`src/rtl/pin_remap_pkg.sv`:
```
// Constants for the remappable pin output multiplexer.
// Assumes one system clock domain and no register bus.
package pin_remap_pkg;
  localparam int unsigned PIN_COUNT    = 8;
  localparam int unsigned SEL_W        = 6;
  localparam int unsigned SRC_COUNT    = 64;
  localparam logic [SEL_W-1:0] SEL_RESET   = 6'h00;
  // Output selector codes
  localparam logic [SEL_W-1:0] SEL_DEFAULT = 6'h00;
  localparam logic [SEL_W-1:0] SEL_SER1_TX = 6'h01;
  localparam logic [SEL_W-1:0] SEL_SER2_TX = 6'h03;
  localparam logic [SEL_W-1:0] SEL_SP2_DO  = 6'h08;
  localparam logic [SEL_W-1:0] SEL_SP2_CK  = 6'h09;
  localparam logic [SEL_W-1:0] SEL_SP2_SS  = 6'h0a;
  localparam logic [SEL_W-1:0] SEL_COD_DO  = 6'h0b;
  localparam logic [SEL_W-1:0] SEL_COD_CK  = 6'h0c;
  localparam logic [SEL_W-1:0] SEL_COD_FS  = 6'h0d;
  localparam logic [SEL_W-1:0] SEL_CAN1_TX = 6'h0e;
  localparam logic [SEL_W-1:0] SEL_CAN2_TX = 6'h0f;
  localparam logic [SEL_W-1:0] SEL_CMP_OUT = 6'h10;
  localparam logic [SEL_W-1:0] SEL_CMPR1   = 6'h18;
  localparam logic [SEL_W-1:0] SEL_CMPR2   = 6'h19;
  localparam logic [SEL_W-1:0] SEL_CMPR3   = 6'h1a;
  localparam logic [SEL_W-1:0] SEL_SER3_TX = 6'h1b;
  localparam logic [SEL_W-1:0] SEL_SER3_RS = 6'h1c;
  localparam logic [SEL_W-1:0] SEL_SER4_TX = 6'h1d;
  localparam logic [SEL_W-1:0] SEL_SER4_RS = 6'h1e;
  localparam logic [SEL_W-1:0] SEL_SP3_DO  = 6'h1f;
  localparam logic [SEL_W-1:0] SEL_SP3_CK  = 6'h20;
  localparam logic [SEL_W-1:0] SEL_SP3_SS  = 6'h21;
  localparam logic [SEL_W-1:0] SEL_PWM_S1  = 6'h2d;
  localparam logic [SEL_W-1:0] SEL_PWM_S2  = 6'h2e;
  localparam logic [SEL_W-1:0] SEL_ENC1    = 6'h2f;
  localparam logic [SEL_W-1:0] SEL_ENC2    = 6'h30;
  localparam logic [SEL_W-1:0] SEL_REFCLK  = 6'h31;
  localparam logic [SEL_W-1:0] SEL_CMPR4   = 6'h32;
  localparam logic [SEL_W-1:0] SEL_CMPR5   = 6'h33;
  localparam int unsigned COMPARE_COUNT = 8;
  // Analog select resets to analog mode, direction to input
  localparam logic [PIN_COUNT-1:0] ANALOG_RESET = 8'hff;
  localparam logic [PIN_COUNT-1:0] DIR_RESET    = 8'hff;
endpackage

```
`src/rtl/remappable_pin_output_mux.sv`:
```
// Remappable pin output multiplexer with pin-function arbitration.
// Assumes peripheral outputs and config come from core_clk logic; pin inputs are asynchronous.
`timescale 1ns/100ps
module remappable_pin_output_mux
  import pin_remap_pkg::*;
(
  input  wire logic                       core_clk,
  input  wire logic                       arst_n,
  input  wire logic [PIN_COUNT*SEL_W-1:0] pin_output_select,
  input  wire logic [PIN_COUNT-1:0]       analog_select,
  input  wire logic [PIN_COUNT-1:0]       pin_direction,
  input  wire logic [PIN_COUNT-1:0]       output_latch,
  input  wire logic [PIN_COUNT-1:0]       dedicated_out_en,
  input  wire logic [PIN_COUNT-1:0]       dedicated_out,
  input  wire logic                       core_overvoltage_detect,
  input  wire logic                       serial1_transmit,
  input  wire logic                       serial2_transmit,
  input  wire logic                       serial3_transmit,
  input  wire logic                       serial3_ready_to_send,
  input  wire logic                       serial4_transmit,
  input  wire logic                       serial4_ready_to_send,
  input  wire logic                       sync_port2_data_out,
  input  wire logic                       sync_port2_clock_out,
  input  wire logic                       sync_port2_select_out,
  input  wire logic                       sync_port3_data_out,
  input  wire logic                       sync_port3_clock_out,
  input  wire logic                       sync_port3_select_out,
  input  wire logic                       codec_data_out,
  input  wire logic                       codec_clock_out,
  input  wire logic                       codec_frame_sync,
  input  wire logic                       can1_transmit,
  input  wire logic                       can2_transmit,
  input  wire logic [COMPARE_COUNT-1:0]   compare_out,
  input  wire logic [4:0]                 comparator_out,
  input  wire logic                       pwm_primary_sync_out,
  input  wire logic                       pwm_secondary_sync_out,
  input  wire logic                       encoder1_compare_out,
  input  wire logic                       encoder2_compare_out,
  input  wire logic                       reference_clock_out,
  input  wire logic [PIN_COUNT-1:0]       remappable_pin_in,
  output logic      [PIN_COUNT-1:0]       remappable_pin_out,
  output logic      [PIN_COUNT-1:0]       remappable_pin_oe,
  output logic      [PIN_COUNT-1:0]       pin_level_read,
  output logic      [PIN_COUNT-1:0]       digital_in_enable
);

  // Source table indexed by selector code; unlisted codes read as idle
  logic [SRC_COUNT-1:0] src_vec;
  logic [SRC_COUNT-1:0] src_valid;
  always_comb begin
    src_vec   = '0;
    src_valid = '0;
    src_vec[SEL_SER1_TX] = serial1_transmit;
    src_vec[SEL_SER2_TX] = serial2_transmit;
    src_vec[SEL_SP2_DO]  = sync_port2_data_out;
    src_vec[SEL_SP2_CK]  = sync_port2_clock_out;
    src_vec[SEL_SP2_SS]  = sync_port2_select_out;
    src_vec[SEL_COD_DO]  = codec_data_out;
    src_vec[SEL_COD_CK]  = codec_clock_out;
    src_vec[SEL_COD_FS]  = codec_frame_sync;
    src_vec[SEL_CAN1_TX] = can1_transmit;
    src_vec[SEL_CAN2_TX] = can2_transmit;
    for (int i = 0; i < COMPARE_COUNT; i++) begin
      src_vec[int'(SEL_CMP_OUT) + i]   = compare_out[i];
      src_valid[int'(SEL_CMP_OUT) + i] = 1'b1;
    end
    src_vec[SEL_CMPR1]   = comparator_out[0];
    src_vec[SEL_CMPR2]   = comparator_out[1];
    src_vec[SEL_CMPR3]   = comparator_out[2];
    src_vec[SEL_CMPR4]   = comparator_out[3];
    src_vec[SEL_CMPR5]   = comparator_out[4];
    src_vec[SEL_SER3_TX] = serial3_transmit;
    src_vec[SEL_SER3_RS] = serial3_ready_to_send;
    src_vec[SEL_SER4_TX] = serial4_transmit;
    src_vec[SEL_SER4_RS] = serial4_ready_to_send;
    src_vec[SEL_SP3_DO]  = sync_port3_data_out;
    src_vec[SEL_SP3_CK]  = sync_port3_clock_out;
    src_vec[SEL_SP3_SS]  = sync_port3_select_out;
    src_vec[SEL_PWM_S1]  = pwm_primary_sync_out;
    src_vec[SEL_PWM_S2]  = pwm_secondary_sync_out;
    src_vec[SEL_ENC1]    = encoder1_compare_out;
    src_vec[SEL_ENC2]    = encoder2_compare_out;
    src_vec[SEL_REFCLK]  = reference_clock_out;
    // Codes that map to a peripheral; all others act as default
    src_valid[SEL_SER1_TX] = 1'b1;
    src_valid[SEL_SER2_TX] = 1'b1;
    for (int c = int'(SEL_SP2_DO); c <= int'(SEL_CAN2_TX); c++) begin
      src_valid[c] = 1'b1;
    end
    for (int c = int'(SEL_CMPR1); c <= int'(SEL_SP3_SS); c++) begin
      src_valid[c] = 1'b1;
    end
    for (int c = int'(SEL_PWM_S1); c <= int'(SEL_CMPR5); c++) begin
      src_valid[c] = 1'b1;
    end
  end

  // Two-flop synchroniser on pin inputs
  logic [PIN_COUNT-1:0] sync1_q;
  logic [PIN_COUNT-1:0] sync2_q;
  logic [PIN_COUNT-1:0] sync1_d;
  logic [PIN_COUNT-1:0] sync2_d;
  always_comb begin
    sync1_d = remappable_pin_in;
    sync2_d = sync1_q;
  end
  always_ff @(posedge core_clk or negedge arst_n) begin
    if (!arst_n) begin
      sync1_q <= '0;
      sync2_q <= '0;
    end else begin
      sync1_q <= sync1_d;
      sync2_q <= sync2_d;
    end
  end

  // Registered pin drive, enable and read-back
  logic [PIN_COUNT-1:0] out_q;
  logic [PIN_COUNT-1:0] oe_q;
  logic [PIN_COUNT-1:0] rd_q;
  logic [PIN_COUNT-1:0] out_d;
  logic [PIN_COUNT-1:0] oe_d;
  logic [PIN_COUNT-1:0] rd_d;
  logic [PIN_COUNT-1:0] remap_act;
  logic [PIN_COUNT-1:0] remap_val;

  // Per-pin output arbitration; selectors are independent
  for (genvar p = 0; p < PIN_COUNT; p++) begin : g_pin
    logic [SEL_W-1:0] sel;
    assign sel          = pin_output_select[p*SEL_W +: SEL_W];
    assign remap_act[p] = (sel != SEL_DEFAULT) && src_valid[sel];
    assign remap_val[p] = src_vec[sel];
  end

  always_comb begin
    for (int p = 0; p < PIN_COUNT; p++) begin
      // Dedicated first, then remappable, then port latch
      if (dedicated_out_en[p]) begin
        out_d[p] = dedicated_out[p];
        oe_d[p]  = 1'b1;
      end else if (remap_act[p]) begin
        out_d[p] = remap_val[p];
        oe_d[p]  = 1'b1;
      end else begin
        out_d[p] = output_latch[p];
        oe_d[p]  = !pin_direction[p];
      end
      // Overvoltage forces every pin off the wire
      if (core_overvoltage_detect) begin
        oe_d[p] = 1'b0;
      end
      // Only analog select gates the input buffer
      rd_d[p] = !analog_select[p] && sync2_q[p];
    end
  end

  always_ff @(posedge core_clk or negedge arst_n) begin
    if (!arst_n) begin
      out_q <= '0;
      oe_q  <= '0;
      rd_q  <= '0;
    end else begin
      out_q <= out_d;
      oe_q  <= oe_d;
      rd_q  <= rd_d;
    end
  end

  assign remappable_pin_out = out_q;
  assign remappable_pin_oe  = oe_q;
  assign pin_level_read     = rd_q;
  assign digital_in_enable  = ~analog_select;

  // Checks
  a_ovd_tristate: assert property (@(posedge core_clk) disable iff (!arst_n)
    core_overvoltage_detect |=> remappable_pin_oe == '0) else $error("pin driven during overvoltage");
  a_analog_zero: assert property (@(posedge core_clk) disable iff (!arst_n)
    analog_select[0] |=> pin_level_read[0] == 1'b0) else $error("analog pin read nonzero");
  a_ded_wins: assert property (@(posedge core_clk) disable iff (!arst_n)
    dedicated_out_en[0] && !core_overvoltage_detect |=> remappable_pin_oe[0] &&
    remappable_pin_out[0] == $past(dedicated_out[0])) else $error("dedicated output lost");
  a_remap_tx1: assert property (@(posedge core_clk) disable iff (!arst_n)
    !dedicated_out_en[0] && pin_output_select[SEL_W-1:0] == SEL_SER1_TX |=>
    remappable_pin_out[0] == $past(serial1_transmit)) else $error("serial1 not routed");
  a_remap_oe: assert property (@(posedge core_clk) disable iff (!arst_n)
    remap_act[1] && !core_overvoltage_detect |=> remappable_pin_oe[1]) else $error("remap ignored direction");
  a_default_dir: assert property (@(posedge core_clk) disable iff (!arst_n)
    !dedicated_out_en[2] && !remap_act[2] && pin_direction[2] |=> !remappable_pin_oe[2])
    else $error("input pin driven");
  a_unassigned: assert property (@(posedge core_clk) disable iff (!arst_n)
    pin_output_select[SEL_W-1:0] == 6'h02 |-> !remap_act[0]) else $error("unassigned code routed");
  a_cmp_route: assert property (@(posedge core_clk) disable iff (!arst_n)
    !dedicated_out_en[0] && pin_output_select[SEL_W-1:0] == 6'h17 |=>
    remappable_pin_out[0] == $past(compare_out[7])) else $error("compare eight not routed");
  a_digital_read: assert property (@(posedge core_clk) disable iff (!arst_n)
    !analog_select[3] [*3] |-> pin_level_read[3] == $past(remappable_pin_in[3], 3))
    else $error("digital read wrong");
  // Serial three transmit reaches pin zero
  a_route_ser3: assert property (
    @(posedge core_clk) disable iff (!arst_n)
    !dedicated_out_en[0] && pin_output_select[SEL_W-1:0] == SEL_SER3_TX |=>
    remappable_pin_out[0] == $past(serial3_transmit))
    else $error("serial3 transmit not routed");
  // Serial four ready-to-send reaches pin zero
  a_route_rts4: assert property (
    @(posedge core_clk) disable iff (!arst_n)
    !dedicated_out_en[0] && pin_output_select[SEL_W-1:0] == SEL_SER4_RS |=>
    remappable_pin_out[0] == $past(serial4_ready_to_send))
    else $error("serial4 ready-to-send not routed");
  // Sync port two clock reaches pin zero
  a_route_sp2: assert property (
    @(posedge core_clk) disable iff (!arst_n)
    !dedicated_out_en[0] && pin_output_select[SEL_W-1:0] == SEL_SP2_CK |=>
    remappable_pin_out[0] == $past(sync_port2_clock_out))
    else $error("sync port2 clock not routed");
  // Codec frame sync reaches pin zero
  a_route_codec: assert property (
    @(posedge core_clk) disable iff (!arst_n)
    !dedicated_out_en[0] && pin_output_select[SEL_W-1:0] == SEL_COD_FS |=>
    remappable_pin_out[0] == $past(codec_frame_sync))
    else $error("codec frame sync not routed");
  // Second CAN transmit reaches pin zero
  a_route_can2: assert property (
    @(posedge core_clk) disable iff (!arst_n)
    !dedicated_out_en[0] && pin_output_select[SEL_W-1:0] == SEL_CAN2_TX |=>
    remappable_pin_out[0] == $past(can2_transmit))
    else $error("can2 transmit not routed");
  // Fifth comparator reaches pin zero
  a_route_cmpr5: assert property (
    @(posedge core_clk) disable iff (!arst_n)
    !dedicated_out_en[0] && pin_output_select[SEL_W-1:0] == SEL_CMPR5 |=>
    remappable_pin_out[0] == $past(comparator_out[4]))
    else $error("comparator five not routed");
  // Sync port three select reaches pin zero
  a_route_sp3: assert property (
    @(posedge core_clk) disable iff (!arst_n)
    !dedicated_out_en[0] && pin_output_select[SEL_W-1:0] == SEL_SP3_SS |=>
    remappable_pin_out[0] == $past(sync_port3_select_out))
    else $error("sync port3 select not routed");
  // Secondary PWM sync reaches pin zero
  a_route_pwm: assert property (
    @(posedge core_clk) disable iff (!arst_n)
    !dedicated_out_en[0] && pin_output_select[SEL_W-1:0] == SEL_PWM_S2 |=>
    remappable_pin_out[0] == $past(pwm_secondary_sync_out))
    else $error("pwm secondary sync not routed");
  // First encoder compare reaches pin zero
  a_route_enc: assert property (
    @(posedge core_clk) disable iff (!arst_n)
    !dedicated_out_en[0] && pin_output_select[SEL_W-1:0] == SEL_ENC1 |=>
    remappable_pin_out[0] == $past(encoder1_compare_out))
    else $error("encoder1 compare not routed");
  // Reference clock reaches pin zero
  a_route_refclk: assert property (
    @(posedge core_clk) disable iff (!arst_n)
    !dedicated_out_en[0] && pin_output_select[SEL_W-1:0] == SEL_REFCLK |=>
    remappable_pin_out[0] == $past(reference_clock_out))
    else $error("reference clock not routed");
  // Analog mode still lets the latch drive
  a_analog_drive: assert property (
    @(posedge core_clk) disable iff (!arst_n)
    !dedicated_out_en[1] && !remap_act[1] && !pin_direction[1] && analog_select[1] &&
    !core_overvoltage_detect |=> remappable_pin_oe[1])
    else $error("analog pin output blocked");
  // Nothing drives a pin while reset is held
  a_reset_quiet: assert property (
    @(posedge core_clk)
    !arst_n |-> remappable_pin_oe == '0)
    else $error("pin driven in reset");
  // Port latch drives an output-direction pin
  a_latch_drive: assert property (
    @(posedge core_clk) disable iff (!arst_n)
    !dedicated_out_en[2] && !remap_act[2] && !pin_direction[2] && !core_overvoltage_detect |=>
    remappable_pin_oe[2] && remappable_pin_out[2] == $past(output_latch[2]))
    else $error("latch drive lost");
  c_ovd: cover property (@(posedge core_clk) disable iff (!arst_n) core_overvoltage_detect ##1 !core_overvoltage_detect);
  c_remap: cover property (@(posedge core_clk) disable iff (!arst_n) remap_act[0] && !dedicated_out_en[0]);
  c_both: cover property (@(posedge core_clk) disable iff (!arst_n) remap_act[0] && dedicated_out_en[0]);
endmodule

```
`config.mk`:
```
export PLATFORM = sky130hd
export DESIGN_NAME = remappable_pin_output_mux
export DESIGN_NICKNAME = d
export VERILOG_FILES = /design/src/rtl/pin_remap_pkg.sv /design/src/rtl/remappable_pin_output_mux.sv
export SDC_FILE = /design/constraint.sdc
export NUM_CORES = 1
export LEC_CHECK = 0
export BUFFER_PORTS_ARGS = -buffer_cell sky130_fd_sc_hd__buf_4
export CAP_MARGIN = 20
export CORE_MARGIN = 5
export CORE_UTILIZATION = 25
export CTS_CLUSTER_SIZE = 8
export DETAILED_ROUTE_END_ITERATION = 8
export GPL_TIMING_DRIVEN = 0
export HOLD_SLACK_MARGIN = 0.02
export PLACE_DENSITY_LB_ADDON = 0.08
export SLEW_MARGIN = 10
export SYNTH_ARGS = -nofsm -noshare
export SYNTH_HDL_FRONTEND = slang
export SYNTH_SLANG_ARGS = --single-unit
```
`constraint.sdc`:
```
create_clock -name core_clk -period 0.8 [get_ports core_clk]
set_clock_uncertainty 0.05 [all_clocks]
set_input_delay 0.08 -clock core_clk [delete_from_list [all_inputs] [get_ports core_clk]]
set_output_delay 0.08 -clock core_clk [all_outputs]
set_load 0.01 [all_outputs]
```
Yosys cells after proc, flatten, opt, wreduce, memory -nomap -nowiden:

Memories as Yosys holds them, arrays and structs flattened.
Cells that the tools add are included.

* memories kept: 8
* bits in read-only memories: 512
* register bits after elaboration: 40
* input port bits: 134

Memory list
* (no name shown): words 64, width 1, rd ports 1, clocked after memory_dff 0, wr ports 0, RTL line remappable_pin_output_mux.sv:131 `assign remap_act[p] = (sel != SEL_DEFAULT) && src_valid[sel];`
* (no name shown): words 64, width 1, rd ports 1, clocked after memory_dff 0, wr ports 0, RTL line remappable_pin_output_mux.sv:131
* (no name shown): words 64, width 1, rd ports 1, clocked after memory_dff 0, wr ports 0, RTL line remappable_pin_output_mux.sv:131
* (no name shown): words 64, width 1, rd ports 1, clocked after memory_dff 0, wr ports 0, RTL line remappable_pin_output_mux.sv:131
* (no name shown): words 64, width 1, rd ports 1, clocked after memory_dff 0, wr ports 0, RTL line remappable_pin_output_mux.sv:131
* (no name shown): words 64, width 1, rd ports 1, clocked after memory_dff 0, wr ports 0, RTL line remappable_pin_output_mux.sv:131
* +2 memories

* reduce and logical (&&, ||, !) cells: 40
* bitwise logic cells: 1
* multiplexer cells: 64
* order comparisons: 8

Operators with widths (number)
* 6-bit by 7-bit < comparator with 1-bit output, second input constant: 8
* 1-bit two-way mux: 56
* 1-bit binary-select mux with 6-bit select: 8
* 6-bit nonzero test: 8
* 1-bit logical AND: 16
* 1-bit zero test: 16
* 8-bit NOT: 1

Longest topological paths before layout:

Gate-level depths: netlist of run 1.

* depth after elaboration: 6
* mapped depth: 7
* depth with buffers taken out: 5

Worst setup path before layout of run 1:

No wires, ideal clock.

* path kind: in2reg
* from: input port pin_output_select[6]
* to: register out_q[1] (netlist: remappable_pin_out[1])
* setup time: 0.124 ns
* path slack: -0.822 ns
* path buffers: 1
* arrival time: 1.448 ns
* cell stages on the path: 6
* path through: buf_6 > mux4_2 > mux2_4 > a2111oi_4 > a211o_1 > a2bb2oi_1

* cells in the longest elaborated chain, start to end: 5

RTL lines
* from (decl): RTL line remappable_pin_output_mux.sv:9 `input wire logic [PIN_COUNT*SEL_W-1:0] pin_output_select,`
* memory 64 x 1 bit
* 1-bit two-way mux (implied by the code): RTL line remappable_pin_output_mux.sv:131
* 1-bit logical AND: RTL line remappable_pin_output_mux.sv:131
* 1-bit two-way mux *: RTL line remappable_pin_output_mux.sv:141 `end else if (remap_act[p]) begin`
* 1-bit two-way mux *: RTL line remappable_pin_output_mux.sv:138 `if (dedicated_out_en[p]) begin`
* named net out_d[1]: RTL line remappable_pin_output_mux.sv:121 `logic [PIN_COUNT-1:0] out_d;`
* to (signal assigned): RTL line remappable_pin_output_mux.sv:163 `out_q <= out_d;`
* to (decl): RTL line remappable_pin_output_mux.sv:118 `logic [PIN_COUNT-1:0] out_q;`

The timed path passes the listed nets; every way through them passes the cells marked *. The select of a mux whose other input is x is not followed.

Final worst setup path of run 1:

* from: input port can2_transmit
* to: register out_q[7] (netlist: remappable_pin_out[7])

* cells in the longest elaborated chain, start to end: 4

RTL lines
* from (decl): RTL line remappable_pin_output_mux.sv:32 `input wire logic can2_transmit,`
* 1-bit binary-select mux with 6-bit select: RTL line remappable_pin_output_mux.sv:132 `assign remap_val[p] = src_vec[sel];`
* 1-bit two-way mux (implied by the code): RTL line remappable_pin_output_mux.sv:132
* 1-bit two-way mux: RTL line remappable_pin_output_mux.sv:141
* 1-bit two-way mux: RTL line remappable_pin_output_mux.sv:138
* named net out_d[7]: RTL line remappable_pin_output_mux.sv:121

The timed path passes the listed nets, and every way through them passes these cells. The select of a mux whose other input is x is not followed.

==> out/qor_table.md, run 1 <==
| Parameter | Reported | Unit |
| --- | --- | --- |
| Largest fanout of any net on the critical path | 8 | - |
| Count of pins over their slew limit | 0 | - |
| Global-route wire length before repair | 28500 | um |
| Maximum vdd ir drop | 0.712 | mV |
| Status | complete, but fails checks | - |
| Area of the die | 20500 | um^2 |
| Slew @ Worst Pin | 0.805 | ns |
| Final period util | 1.72 | - |
| Clk network pwr share | 0.259 | - |
| Share of the core filled with cells in the final layout | 0.435 | - |
| Slowest cell on crit path | mux4_2 | - |
| Final setup vio count | 34 | - |
| CTS max path bufs | 2 | - |
| Worst Setup Start Kind | input pin | - |
| Antenna violations before repair | 0 | - |
| Commonest non-fill, non-tap cells in the layout | buf_4 (122), mux4_2 (45), buf_6 (45), dfrtp_1 (40), mux2i_1 (36) | - |
| Total global routing track utilization | 0.181 | - |
| Weighted congestion at the end of routability-driven global placement | 0.829 | - |
| Switch share | 0.317 | - |
| Rel. slew slack | 0.463 | - |
| Post-Route WL | 18700 | um |
| Yosys warning total | 0 | - |
| Cell area after technology mapping | 4430 | um^2 |
| Iter 0 DRT Violations | 456 | - |
| Avg Inst Size Synth | 10.2 | um^2 |
| Number of I/O port buffers | 149 | - |
| Register-to-Register Path Depth | 1 | - |
| Antenna Nets Post-Route | 0 | - |
| Reg2reg setup slack | 0.16 | ns |
| TritonCTS clock tree | yes | - |
| Kind of end point of the critical path | register | - |
| Vias in the first global route | 4997 | - |
| Fraction of registers with async set or reset after synthesis | 1.00 | - |
| Setup repair after global routing missed its margin | true | - |
| Failing checks | hold timing, setup timing | - |
| Std-Cell Core Area | 17400 | um^2 |
| Hold Crit Class | input pin to async pin | - |
| Worst reg2reg startpoint | sync2_q[7] | - |
| Part of the power in registers | 0.277 | - |
| Most used flip-flop cell after synthesis | dfrtp_1 | - |
| Non-Filler Cell Area, Final | 7550 | um^2 |
| Half-perimeter wire length after placement | 13200 | um |
| Count of different cell masters after synthesis | 56 | - |
| Gate Count Post-Synth | 435 | - |
| Classification of the worst setup path | input pin to register | - |
| Slack of the critical path | -0.579 | ns |
| Synthesized Nets | 569 | - |
| Power density of the placed cells | 1050 | nW/um^2 |
| Post-CTS clock slew at the launch and capture registers of the worst setup and hold paths | 0.07 | ns |
| Min Clock Period, post-route | 1.38 | ns |
| Final Hold Violating Endpoints | 42 | - |
| Reg-to-reg endpoint | pin_level_read[7] | - |
| Height of the chip | 143 | um |
| Static leakage | 0.00319 | uW |
| Row cnt | 48 | - |
| Largest incremental delay on the critical path | 0.47 | ns |
| Number of design rule violations left after detail routing | 0 | - |
| Pin count of the biggest net entering global routing | 41 | - |
| Flop and latch count out of synthesis | 40 | - |
| Fraction of final layout cells sized beyond drive strength 1 | 0.498 | - |
| Net switching power | 2520 | uW |
| Detailed-route vias per instance | 5.43 | - |
| CTS sink cnt | 40 | - |
| Area Growth Syn to Fin | 70.3 | % |
| CP cell instances | buf_4 -> mux4_2 -> mux2_4 -> a21oi_2 -> a311oi_1 -> a221o_1 | - |
| Fin nets | 789 | - |
| Portion of the post-synthesis area used by sequential elements | 0.226 | - |
| Number of buffers inserted during clock tree synthesis | 5 | - |
| EDFF count, synth | 0 | - |
| Placed cells | 809 | - |
| Diode insertion count for antenna repair | 0 | - |
| Clock latency on the worst-skew pair | 0.29 | ns |
| Share of power burned in combinational logic | 0.464 | - |
| Max-cap violations | 0 | - |
| Area post-placement | 6120 | um^2 |
| Cell-internal power | 5430 | uW |
| Critical path data required time | 0.92 | ns |
| Remaining global-route overflow | 0 | - |
| WL/cell | 21.3 | um |
| First-pass iteration count of the detailed router | 5 | - |
| Hold Worst Slack | -0.279 | ns |
| Total number of H-tree levels | 2 | - |
| Most common cell after layout, fill and taps aside | buf_4 | - |
| Die Width | 143 | um |
| I/O pin count | 166 | - |
| Master cell of the clock root buffer | clkbuf_16 | - |
| Arrival time worst endpoint | 1.50 | ns |
| Non-filler cells in the finished layout | 881 | - |
| F_max | 725 | MHz |
| Cts-stage hold buffer count | 35 | - |
| Effective utilization at floorplan | 0.255 | - |
| Via count | 4788 | - |
## state kept, by name, summed over array words and instances (netlist names)
register	count
remappable_pin_oe	8
remappable_pin_out	8
pin_level_read	8
sync2_q	8
sync1_q	8
## synth_stat cells, types with 2 or more instances
cell type,n,share of area
nand4b_1,3,0.0059
nand2_1,23,0.019
and2_1,5,0.0071
o21ai_0,20,0.023
and3b_1,2,0.0040
a211oi_1,4,0.0068
a21oi_1,11,0.012
o32a_1,6,0.014
buf_4,3,0.0051
o211ai_1,4,0.0068
inv_1,20,0.017
nor2b_1,20,0.028
o221ai_1,15,0.030
buf_6,2,0.0051
buf_2,14,0.016
nor3_1,4,0.0045
a22oi_1,2,0.0034
and4_1,2,0.0040
a311oi_1,4,0.0079
a311o_1,5,0.011
or4_1,4,0.0068
nand4_1,3,0.0042
clkbuf_1,13,0.011
dfrtp_1,40,0.23
nor2_1,15,0.013
a211o_1,4,0.0079
a31oi_1,12,0.017
a22o_1,3,0.0059
nand3_1,14,0.016
a2bb2oi_1,4,0.0079
nand3b_1,7,0.012
mux2_2,20,0.051
nand2b_1,23,0.032
buf_1,2,0.0017
mux4_2,44,0.22
mux2i_1,36,0.081
a21boi_0,2,0.0034
nor3b_1,2,0.0034
## cell families (layout without fill, tap and decap cells)
family          after synthesis  count (layout)  synth area share
flops                        40              40             0.226
mux                         102             102             0.365
simple gates                132             132             0.170
compound gates              107             107             0.184
buf+inv                      54             275            0.0556
## stage by stage
step / power (uW) / TNS [ns] / hold WS, ns / worst slack (ns)
2_1_floorplan: 3850 / -5.83 / -0.266 / -0.746
3_3_place_gp: 5180 / -9.56 / 0.0550 / -0.976
3_5_place_dp: 5220 / -9.82 / 0.0606 / -0.977
4_1_cts: 7860 / -6.99 / -0.257 / -0.590
5_1_grt: 8400 / -7.66 / -0.223 / -0.621
6_report: 7950 / -6.49 / -0.279 / -0.579
## power by group through the flow
stage               combinational (uW)  clock (uW)  sequential, uW
finish                            3690        2060            2210
detailed placement                2990           0            2230
floorplan                         1570           0            2280
global route                      3950        2230            2220
global placement                  2960           0            2230
CTS                               3490        2160            2210
## critical path, delay by kind of cell
family / cells / cell delay (ns)
mux: 2 / 0.74
buf+inv: 1 / 0.16
compound gates: 3 / 0.52
## cell type report
cell class / instances / area [um^2]
fill: 1689 / 9810
inverter: 20 / 75.1
sequential: 40 / 1000
buffer: 34 / 526
clock buffer: 5 / 125
tap: 225 / 282
timing repair buffer: 213 / 2090
multi-input combinational: 341 / 3430
clock inverter: 3 / 18.8
## worst max path at each step
| stage | slack, ns | start | cells past startpoint | endpoint |
|---|---|---|---|---|
| detailed placement | -0.98 | pin_output_select[6] | 7 | remappable_pin_out[1] |
| global placement | -0.98 | pin_output_select[6] | 7 | remappable_pin_out[1] |
| floorplan | -0.75 | pin_output_select[6] | 6 | remappable_pin_out[1] |
| global route | -0.62 | pin_output_select[6] | 7 | remappable_pin_out[1] |
| CTS | -0.59 | pin_output_select[6] | 7 | remappable_pin_out[1] |
| finish | -0.58 | can2_transmit | 6 | remappable_pin_out[7] |
## what timing repair did
action                                  in CTS  in global routing
endpoints found under the hold margin       72                 42
gates cloned                                 2                  3
setup buffers                               17                  7
endpoints found under the setup margin      37                 40
gates resized for setup                    103                 59
pin swaps                                   39                 32
## layer usage
layer,vias up,track usage,part of all wire
li1,2174,-,-
met1,2364,0.255,0.44
met2,236,0.289,0.46
met3,14,0.0328,0.085
met4,0,0.0430,0.014
met5,-,0,0
Power figures use the tool's default switching activity.
==> inputs of run 2 (changes only) <==
--- a/config.mk
+++ b/config.mk
@@ -9,11 +9,13 @@
 export CAP_MARGIN = 20
 export CORE_MARGIN = 5
 export CORE_UTILIZATION = 25
+export CTS_CLUSTER_DIAMETER = 30
 export CTS_CLUSTER_SIZE = 8
 export DETAILED_ROUTE_END_ITERATION = 8
 export GPL_TIMING_DRIVEN = 0
 export HOLD_SLACK_MARGIN = 0.02
 export PLACE_DENSITY_LB_ADDON = 0.08
+export REMOVE_ABC_BUFFERS = 1
 export SLEW_MARGIN = 10
 export SYNTH_ARGS = -nofsm -noshare
 export SYNTH_HDL_FRONTEND = slang
==> run 2 against run 1 <==
  * The flow still finishes with violations (hold timing, setup timing)
  * Total power up 2.8%
  * Sequential cell count unchanged
  * Routed wire length down 4.9%
  * Setup slack better by 0.056 ns
  * Critical path depth unchanged
==> out/qor_table.md, run 2 (synthesized netlist as in run 1, its figures left out) <==
| Parameter | Reported | Unit | vs previous |
| --- | --- | --- | --- |
| Status | complete, but fails checks | - |  |
| Failing checks | hold timing, setup timing | - |  |
| Worst reg2reg startpoint | sync2_q[1] | - |  |
| Number of I/O port buffers | 165 | - | +11% |
| Half-perimeter wire length after placement | 12500 | um | -5.0% |
| Cts-stage hold buffer count | 32 | - | -8.6% |
| Area Growth Syn to Fin | 58.2 | % |  |
| Kind of end point of the critical path | register | - |  |
| Number of buffers inserted during clock tree synthesis | 5 | - | unchanged |
| Antenna violations before repair | 0 | - | unchanged |
| Count of pins over their slew limit | 0 | - | unchanged |
| Final Hold Violating Endpoints | 42 | - | unchanged |
| Most common cell after layout, fill and taps aside | buf_4 | - |  |
| Slew @ Worst Pin | 0.548 | ns | -0.257 ns |
| Total number of H-tree levels | 2 | - | unchanged |
| CTS sink cnt | 40 | - | unchanged |
| Hold Crit Class | input pin to async pin | - |  |
| Placed cells | 791 | - | -2.2% |
| Post-CTS clock slew at the launch and capture registers of the worst setup and hold paths | 0.06 | ns | about the same |
| Place WS | -1.05 | ns | -0.0687 ns |
| Final period util | 1.65 | - | -0.0698 |
| Critical path data required time | 0.92 | ns | about the same |
| Height of the chip | 143 | um | unchanged |
| Post-Route WL | 17800 | um | -4.9% |
| Fraction of final layout cells sized beyond drive strength 1 | 0.461 | - | -0.0379 |
| CTS max path bufs | 2 | - | unchanged |
| Multi-input gate area in the final layout | 3350 | um^2 | -2.3% |
| Master cell of the clock root buffer | clkbuf_16 | - |  |
| Crit path from | pin_output_select[42] | - |  |
| Remaining global-route overflow | 0 | - | unchanged |
| Detailed-route vias per instance | 5.45 | - | +0.31% |
| TritonCTS clock tree | yes | - |  |
| Std-Cell Core Area | 17400 | um^2 | unchanged |
| Final setup vio count | 32 | - | -5.9% |
| Global-route wire length before repair | 26700 | um | -6.5% |
| Clock latency on the worst-skew pair | 0.29 | ns | about the same |
| FF/Latch Area | 1000 | um^2 | unchanged |
| Static leakage | 0.00294 | uW | -7.9% |
| F_max | 756 | MHz | +4.2% |
| Min Clock Period, post-route | 1.32 | ns | -0.0558 ns |
| Vias in the first global route | 4652 | - | -6.9% |
| Number of design rule violations left after detail routing | 0 | - | unchanged |
| Commonest non-fill, non-tap cells in the layout | buf_4 (112), buf_6 (49), mux4_2 (45), dfrtp_1 (40), mux2i_1 (36) | - |  |
| Max-cap violations | 0 | - | unchanged |
| Row cnt | 48 | - | unchanged |
| Iter 0 DRT Violations | 352 | - | -23% |
| Share of the core filled with cells in the final layout | 0.404 | - | -0.0309 |
| Largest fanout of any net on the critical path | 5 | - | -3 |
| Hold Worst Slack | -0.271 | ns | +0.00845 ns |
| Final total negative setup slack | -5.98 | ns | +0.509 ns |
| Pin count of the biggest net entering global routing | 41 | - | unchanged |
| Number of filler instances in the final layout | 1712 | - | +1.4% |
| I/O pin count | 166 | - | unchanged |
| Total global routing track utilization | 0.169 | - | -0.0114 |
| Rel. slew slack | 0.634 | - | +0.171 |
| Fin nets | 755 | - | -4.3% |
| Arrival time worst endpoint | 1.44 | ns | -0.06 ns |
| Diode insertion count for antenna repair | 0 | - | unchanged |
| Weighted congestion at the end of routability-driven global placement | 0.771 | - | -7.0% |
| Classification of the worst setup path | input pin to register | - |  |
| Die Width | 143 | um | unchanged |
| Slack of the critical path | -0.523 | ns | +0.0558 ns |
| Effective utilization at floorplan | 0.255 | - | unchanged |
| First-pass iteration count of the detailed router | 5 | - | unchanged |
| Power density of the placed cells | 1170 | nW/um^2 | +11% |
| Antenna Nets Post-Route | 0 | - | unchanged |
| Worst Setup Start Kind | input pin | - |  |
| WL/cell | 21.1 | um | -0.95% |
| Maximum vdd ir drop | 0.715 | mV | +0.43% |
| Via count | 4612 | - | -3.7% |
| Area of the die | 20500 | um^2 | unchanged |
| Setup repair after global routing missed its margin | true | - |  |
| Non-filler cells in the finished layout | 846 | - | -4.0% |
==> run 2: cell types whose count changed in the layout (fill, tap and decap cells not counted), sizes merged <==
cell | previous run | this run
clkbuf | 17 | 6
bufinv | 0 | 2
bufbuf | 2 | 1
clkinv | 3 | 0
buf | 198 | 179
dlymetal6s4s | 0 | 1
dlygate4sd3 | 35 | 31
==> run 2: cell type report <==
cell class | instances | share of cell area
multi-input cells | 341 | 0.478
repair buffers | 213 | 0.302
flip-flops and latches | 40 | 0.143
well taps | 225 | 0.0401
clock buffers | 5 | 0.0178
inverters | 20 | 0.0107
clock inverters | 2 | 0.00857
==> run 2: through the flow <==
stage,area [um^2],total power [uW]
5_1_grt,7010,8630
6_report,7010,8170
3_5_place_dp,5780,5010
3_3_place_gp,5780,4970
2_1_floorplan,4260,3450
4_1_cts,6840,8230
==> run 2: worst paths after layout <==
| check | to | slack (ns) | depth (start not counted) |
|---|---|---|---|
| max | remappable_pin_out[7] | -0.52 | 6 |
| min | remappable_pin_oe[3] | -0.27 | 1 |
| max reg2reg | pin_level_read[1] | 0.17 | 1 |
| min reg2reg | sync2_q[4] | 0.30 | 0 |
| max in group asynchronous | sync2_q[2] | 0.59 | 1 |
| min in group core_clk | remappable_pin_out[2] | -0.02 | 3 |
==> run 2: worst max-delay path: stages <==
cell and delay, ns:
buf_12 0.10, buf_8 0.10, mux4_2 0.50, o211ai_1 0.17
o211ai_1 0.15, a221o_1 0.34
==> run 2: power breakdown <==
| part | switching (uW) | internal, uW | total (uW) |
|---|---|---|---|
| sequential | 50.7 | 2160 | 2210 |
| clock | 861 | 1770 | 2630 |
| combinational | 1450 | 1880 | 3330 |
==> run 2: per-layer routing <==
| layer | global-route usage | vias up | wire length, um | share of wire |
|---|---|---|---|---|
| li1 | - | 2100 | - | - |
| met1 | 0.247 | 2251 | 8110 | 0.45 |
| met2 | 0.254 | 239 | 7750 | 0.43 |
| met3 | 0.0388 | 22 | 1610 | 0.090 |
| met4 | 0.0410 | 0 | 361 | 0.020 |
| met5 | 0 | - | 0 | 0 |
==> run 2: what timing repair did <==
action | 4_1_cts | 5_1_grt
resized for setup | 107 | 39
pin swaps | 29 | 23
setup endpoints to repair | 37 | 40
gates cloned | 1 | 1
buffers inserted | 13 | 1
hold endpoints to repair | 72 | 42
==> inputs of run 3 (changes only) <==
--- a/config.mk
+++ b/config.mk
@@ -9,6 +9,7 @@
 export CAP_MARGIN = 20
 export CORE_MARGIN = 5
 export CORE_UTILIZATION = 25
+export CTS_BUF_LIST = sky130_fd_sc_hd__clkbuf_4
 export CTS_CLUSTER_DIAMETER = 30
 export CTS_CLUSTER_SIZE = 8
 export DETAILED_ROUTE_END_ITERATION = 8
==> constraint.sdc (replaced) <==
create_clock -name core_clk -period 1.55 [get_ports core_clk]
set_clock_uncertainty 0.05 [all_clocks]
set_input_delay 0.155 -clock core_clk [delete_from_list [all_inputs] [get_ports core_clk]]
set_output_delay 0.155 -clock core_clk [all_outputs]
set_load 0.01 [all_outputs]
==> run 3 against run 2 <==
  * The flow now finishes without violations
  * Utilization down 3.2 points
  * Via count up 1.1%
  * Clock-buffer cell count unchanged
  * Cell count up 1.1%
  * Sequential share of layout area up 1.2 points
  * Highest routed layer unchanged
  * Register-to-register slack better by 0.73 ns
  * Routed wire length down 2.3%
  * First-iteration DRC count up 14%
  * Die area unchanged
  * Sequential cell count unchanged
  * Setup slack better by 0.59 ns
==> out/qor_table.md, run 3 (synthesized netlist as in run 1, its figures left out) <==
| Parameter | Reported | Unit | vs previous |
| --- | --- | --- | --- |
| Final period util | 0.955 | - |  |
| FF/Latch Area | 1000 | um^2 | unchanged |
| Multi-input gate area in the final layout | 3180 | um^2 | -4.9% |
| Final Hold Violating Endpoints | 0 | - | -100% |
| Most common cell after layout, fill and taps aside | buf_4 | - |  |
| Effective utilization at floorplan | 0.255 | - | unchanged |
| F_max | 676 | MHz |  |
| Largest fanout of any net on the critical path | 2 | - | -3 |
| CTS max path bufs | 2 | - | unchanged |
| PnR Total Power | 3570 | uW | -56% |
| Switch share | 0.316 | - | +0.0263 |
| Classification of the worst setup path | input pin to register | - |  |
| Status | finished, final reports clean | - |  |
| Total global routing track utilization | 0.166 | - | -0.00322 |
| Pin count of the biggest net entering global routing | 41 | - | unchanged |
| Worst Setup Start Kind | input pin | - |  |
| Setup repair after global routing missed its margin | false | - |  |
| Height of the chip | 143 | um | unchanged |
| Std-Cell Core Area | 17400 | um^2 | unchanged |
| CTS sink cnt | 40 | - | unchanged |
| Net switching power | 1130 | uW | -52% |
| Count of pins over their slew limit | 0 | - | unchanged |
| Min Clock Period, post-route | 1.48 | ns |  |
| Part of the power in registers | 0.316 | - | +0.046 |
| Fin nets | 764 | - | +1.2% |
| Detailed-route vias per instance | 5.45 | - | about the same |
| I/O pin count | 166 | - | unchanged |
| Antenna Nets Post-Route | 0 | - | unchanged |
| Global-route wire length before repair | 26100 | um | -2.0% |
| Diode insertion count for antenna repair | 0 | - | unchanged |
| WL/cell | 20.4 | um | -3.3% |
| Arrival time worst endpoint | 1.71 | ns | +0.27 ns |
| Critical path data required time | 1.78 | ns | +0.86 ns |
| Master cell of the clock root buffer | clkbuf_4 | - |  |
| Power density of the placed cells | 554 | nW/um^2 | -53% |
| Area Growth Syn to Fin | 45.7 | % |  |
| Final setup vio count | 0 | - | -100% |
| Weighted congestion at the end of routability-driven global placement | 0.771 | - | unchanged |
| Via count | 4661 | - | +1.1% |
| Non-Filler Cell Area, Final | 6460 | um^2 | -7.9% |
| Vias in the first global route | 4628 | - | -0.52% |
| Number of I/O port buffers | 165 | - | unchanged |
| Kind of end point of the critical path | register | - |  |
| Row cnt | 48 | - | unchanged |
| Share of power burned in combinational logic | 0.435 | - | +0.027 |
| Half-perimeter wire length after placement | 12500 | um | unchanged |
| Rel. slew slack | 0.631 | - | -0.00389 |
| Hold Worst Slack | 0.107 | ns | +0.378 ns |
| Clk network pwr share | 0.249 | - | -0.073 |
| Iter 0 DRT Violations | 402 | - | +14% |
| Maximum vdd ir drop | 0.374 | mV | -48% |
| Number of buffers inserted during clock tree synthesis | 5 | - | unchanged |
| Clock latency on the worst-skew pair | 0.38 | ns | +0.09 ns |
| Number of post-CTS setup repair buffers | 0 | - | -13 |
| Share of the core filled with cells in the final layout | 0.372 | - | -0.0320 |
| Remaining global-route overflow | 0 | - | unchanged |
| Number of design rule violations left after detail routing | 0 | - | unchanged |
| Area of the die | 20500 | um^2 | unchanged |
| Total number of H-tree levels | 2 | - | unchanged |
| Area post-placement | 5780 | um^2 | unchanged |
| Post-Route WL | 17400 | um | -2.3% |
| TritonCTS clock tree | yes | - |  |
| Commonest non-fill, non-tap cells in the layout | buf_4 (163), dlygate4sd3_1 (57), mux4_2 (44), dfrtp_1 (40), mux2i_1 (36) | - |  |
| Final total negative setup slack | 0 | ns | +5.98 ns |
| Fraction of final layout cells sized beyond drive strength 1 | 0.379 | - | -0.0812 |
| Post-CTS clock slew at the launch and capture registers of the worst setup and hold paths | 0.13 | ns | +0.07 ns |
| Max-cap violations | 0 | - | unchanged |
| Slew @ Worst Pin | 0.554 | ns | +0.00583 ns |
| Antenna violations before repair | 0 | - | unchanged |
| First-pass iteration count of the detailed router | 5 | - | unchanged |
| Die Width | 143 | um | unchanged |
| Cell-internal power | 2450 | uW | -58% |
| Number of filler instances in the final layout | 1742 | - | +1.8% |
| Static leakage | 0.00273 | uW | -7.3% |
| Hold Crit Class | input pin to register | - |  |
==> run 3: what timing repair did <==
| item | CTS | global route |
|---|---|---|
| resized for setup | 0 | 2 |
| setup endpoints to repair | 0 | 2 |
| hold buffers | 57 | 0 |
| endpoints found under the hold margin | 72 | 0 |
==> run 3: area by class of cell <==
class / count / area share
Tap cell: 225 / 0.0436
Inverter: 20 / 0.0116
Sequential cell: 40 / 0.155
Timing Repair Buffer: 222 / 0.281
Multi-Input combinational cell: 341 / 0.493
Clock buffer: 5 / 0.00581
Clock inverter: 2 / 0.00930
==> run 3: metal layers <==
metal	global-route usage	share of wire
met1	0.244	0.46
met2	0.254	0.44
met3	0.0342	0.087
met4	0.0320	0.014
met5	0	0
==> run 3: worst paths after layout <==
| path | startpoint | to | slack [ns] | depth (start not counted) |
|---|---|---|---|---|
| min in group asynchronous | arst_n | sync1_q[5] | 0.24 | 2 |
| hold / removal | pin_output_select[17] | remappable_pin_out[2] | 0.11 | 3 |
| setup reg to reg | sync2_q[7] | pin_level_read[7] | 0.90 | 1 |
| hold reg to reg | sync1_q[4] | sync2_q[4] | 0.31 | 0 |
| setup / recovery | dedicated_out_en[2] | remappable_pin_out[2] | 0.07 | 6 |
| max in group asynchronous | arst_n | sync2_q[2] | 0.83 | 2 |
==> run 3: critical path, cell delays in order <==
cell           delay [ns]
dlygate4sd3_1        0.54
buf_4                0.14
and2_1               0.12
a31oi_1              0.13
dlygate4sd3_1        0.56
o31ai_1              0.06
==> run 3: metrics by stage <==
stage	worst slack, ns	cells
global route	0.0190	855
finish	0.0702	855
CTS	0.0705	855
floorplan	-0.0744	401
detailed placement	-0.371	791
global placement	-0.381	791
==> run 3: power groups by stage <==
| stage | Combinational, uW | Clock, uW | Sequential [uW] |
|---|---|---|---|
| after global routing | 1690 | 982 | 1140 |
| after floorplan | 605 | 0 | 1170 |
| final | 1560 | 890 | 1130 |
| after detailed placement | 1440 | 0 | 1150 |
| after global placement | 1420 | 0 | 1150 |
| after CTS | 1570 | 962 | 1130 |
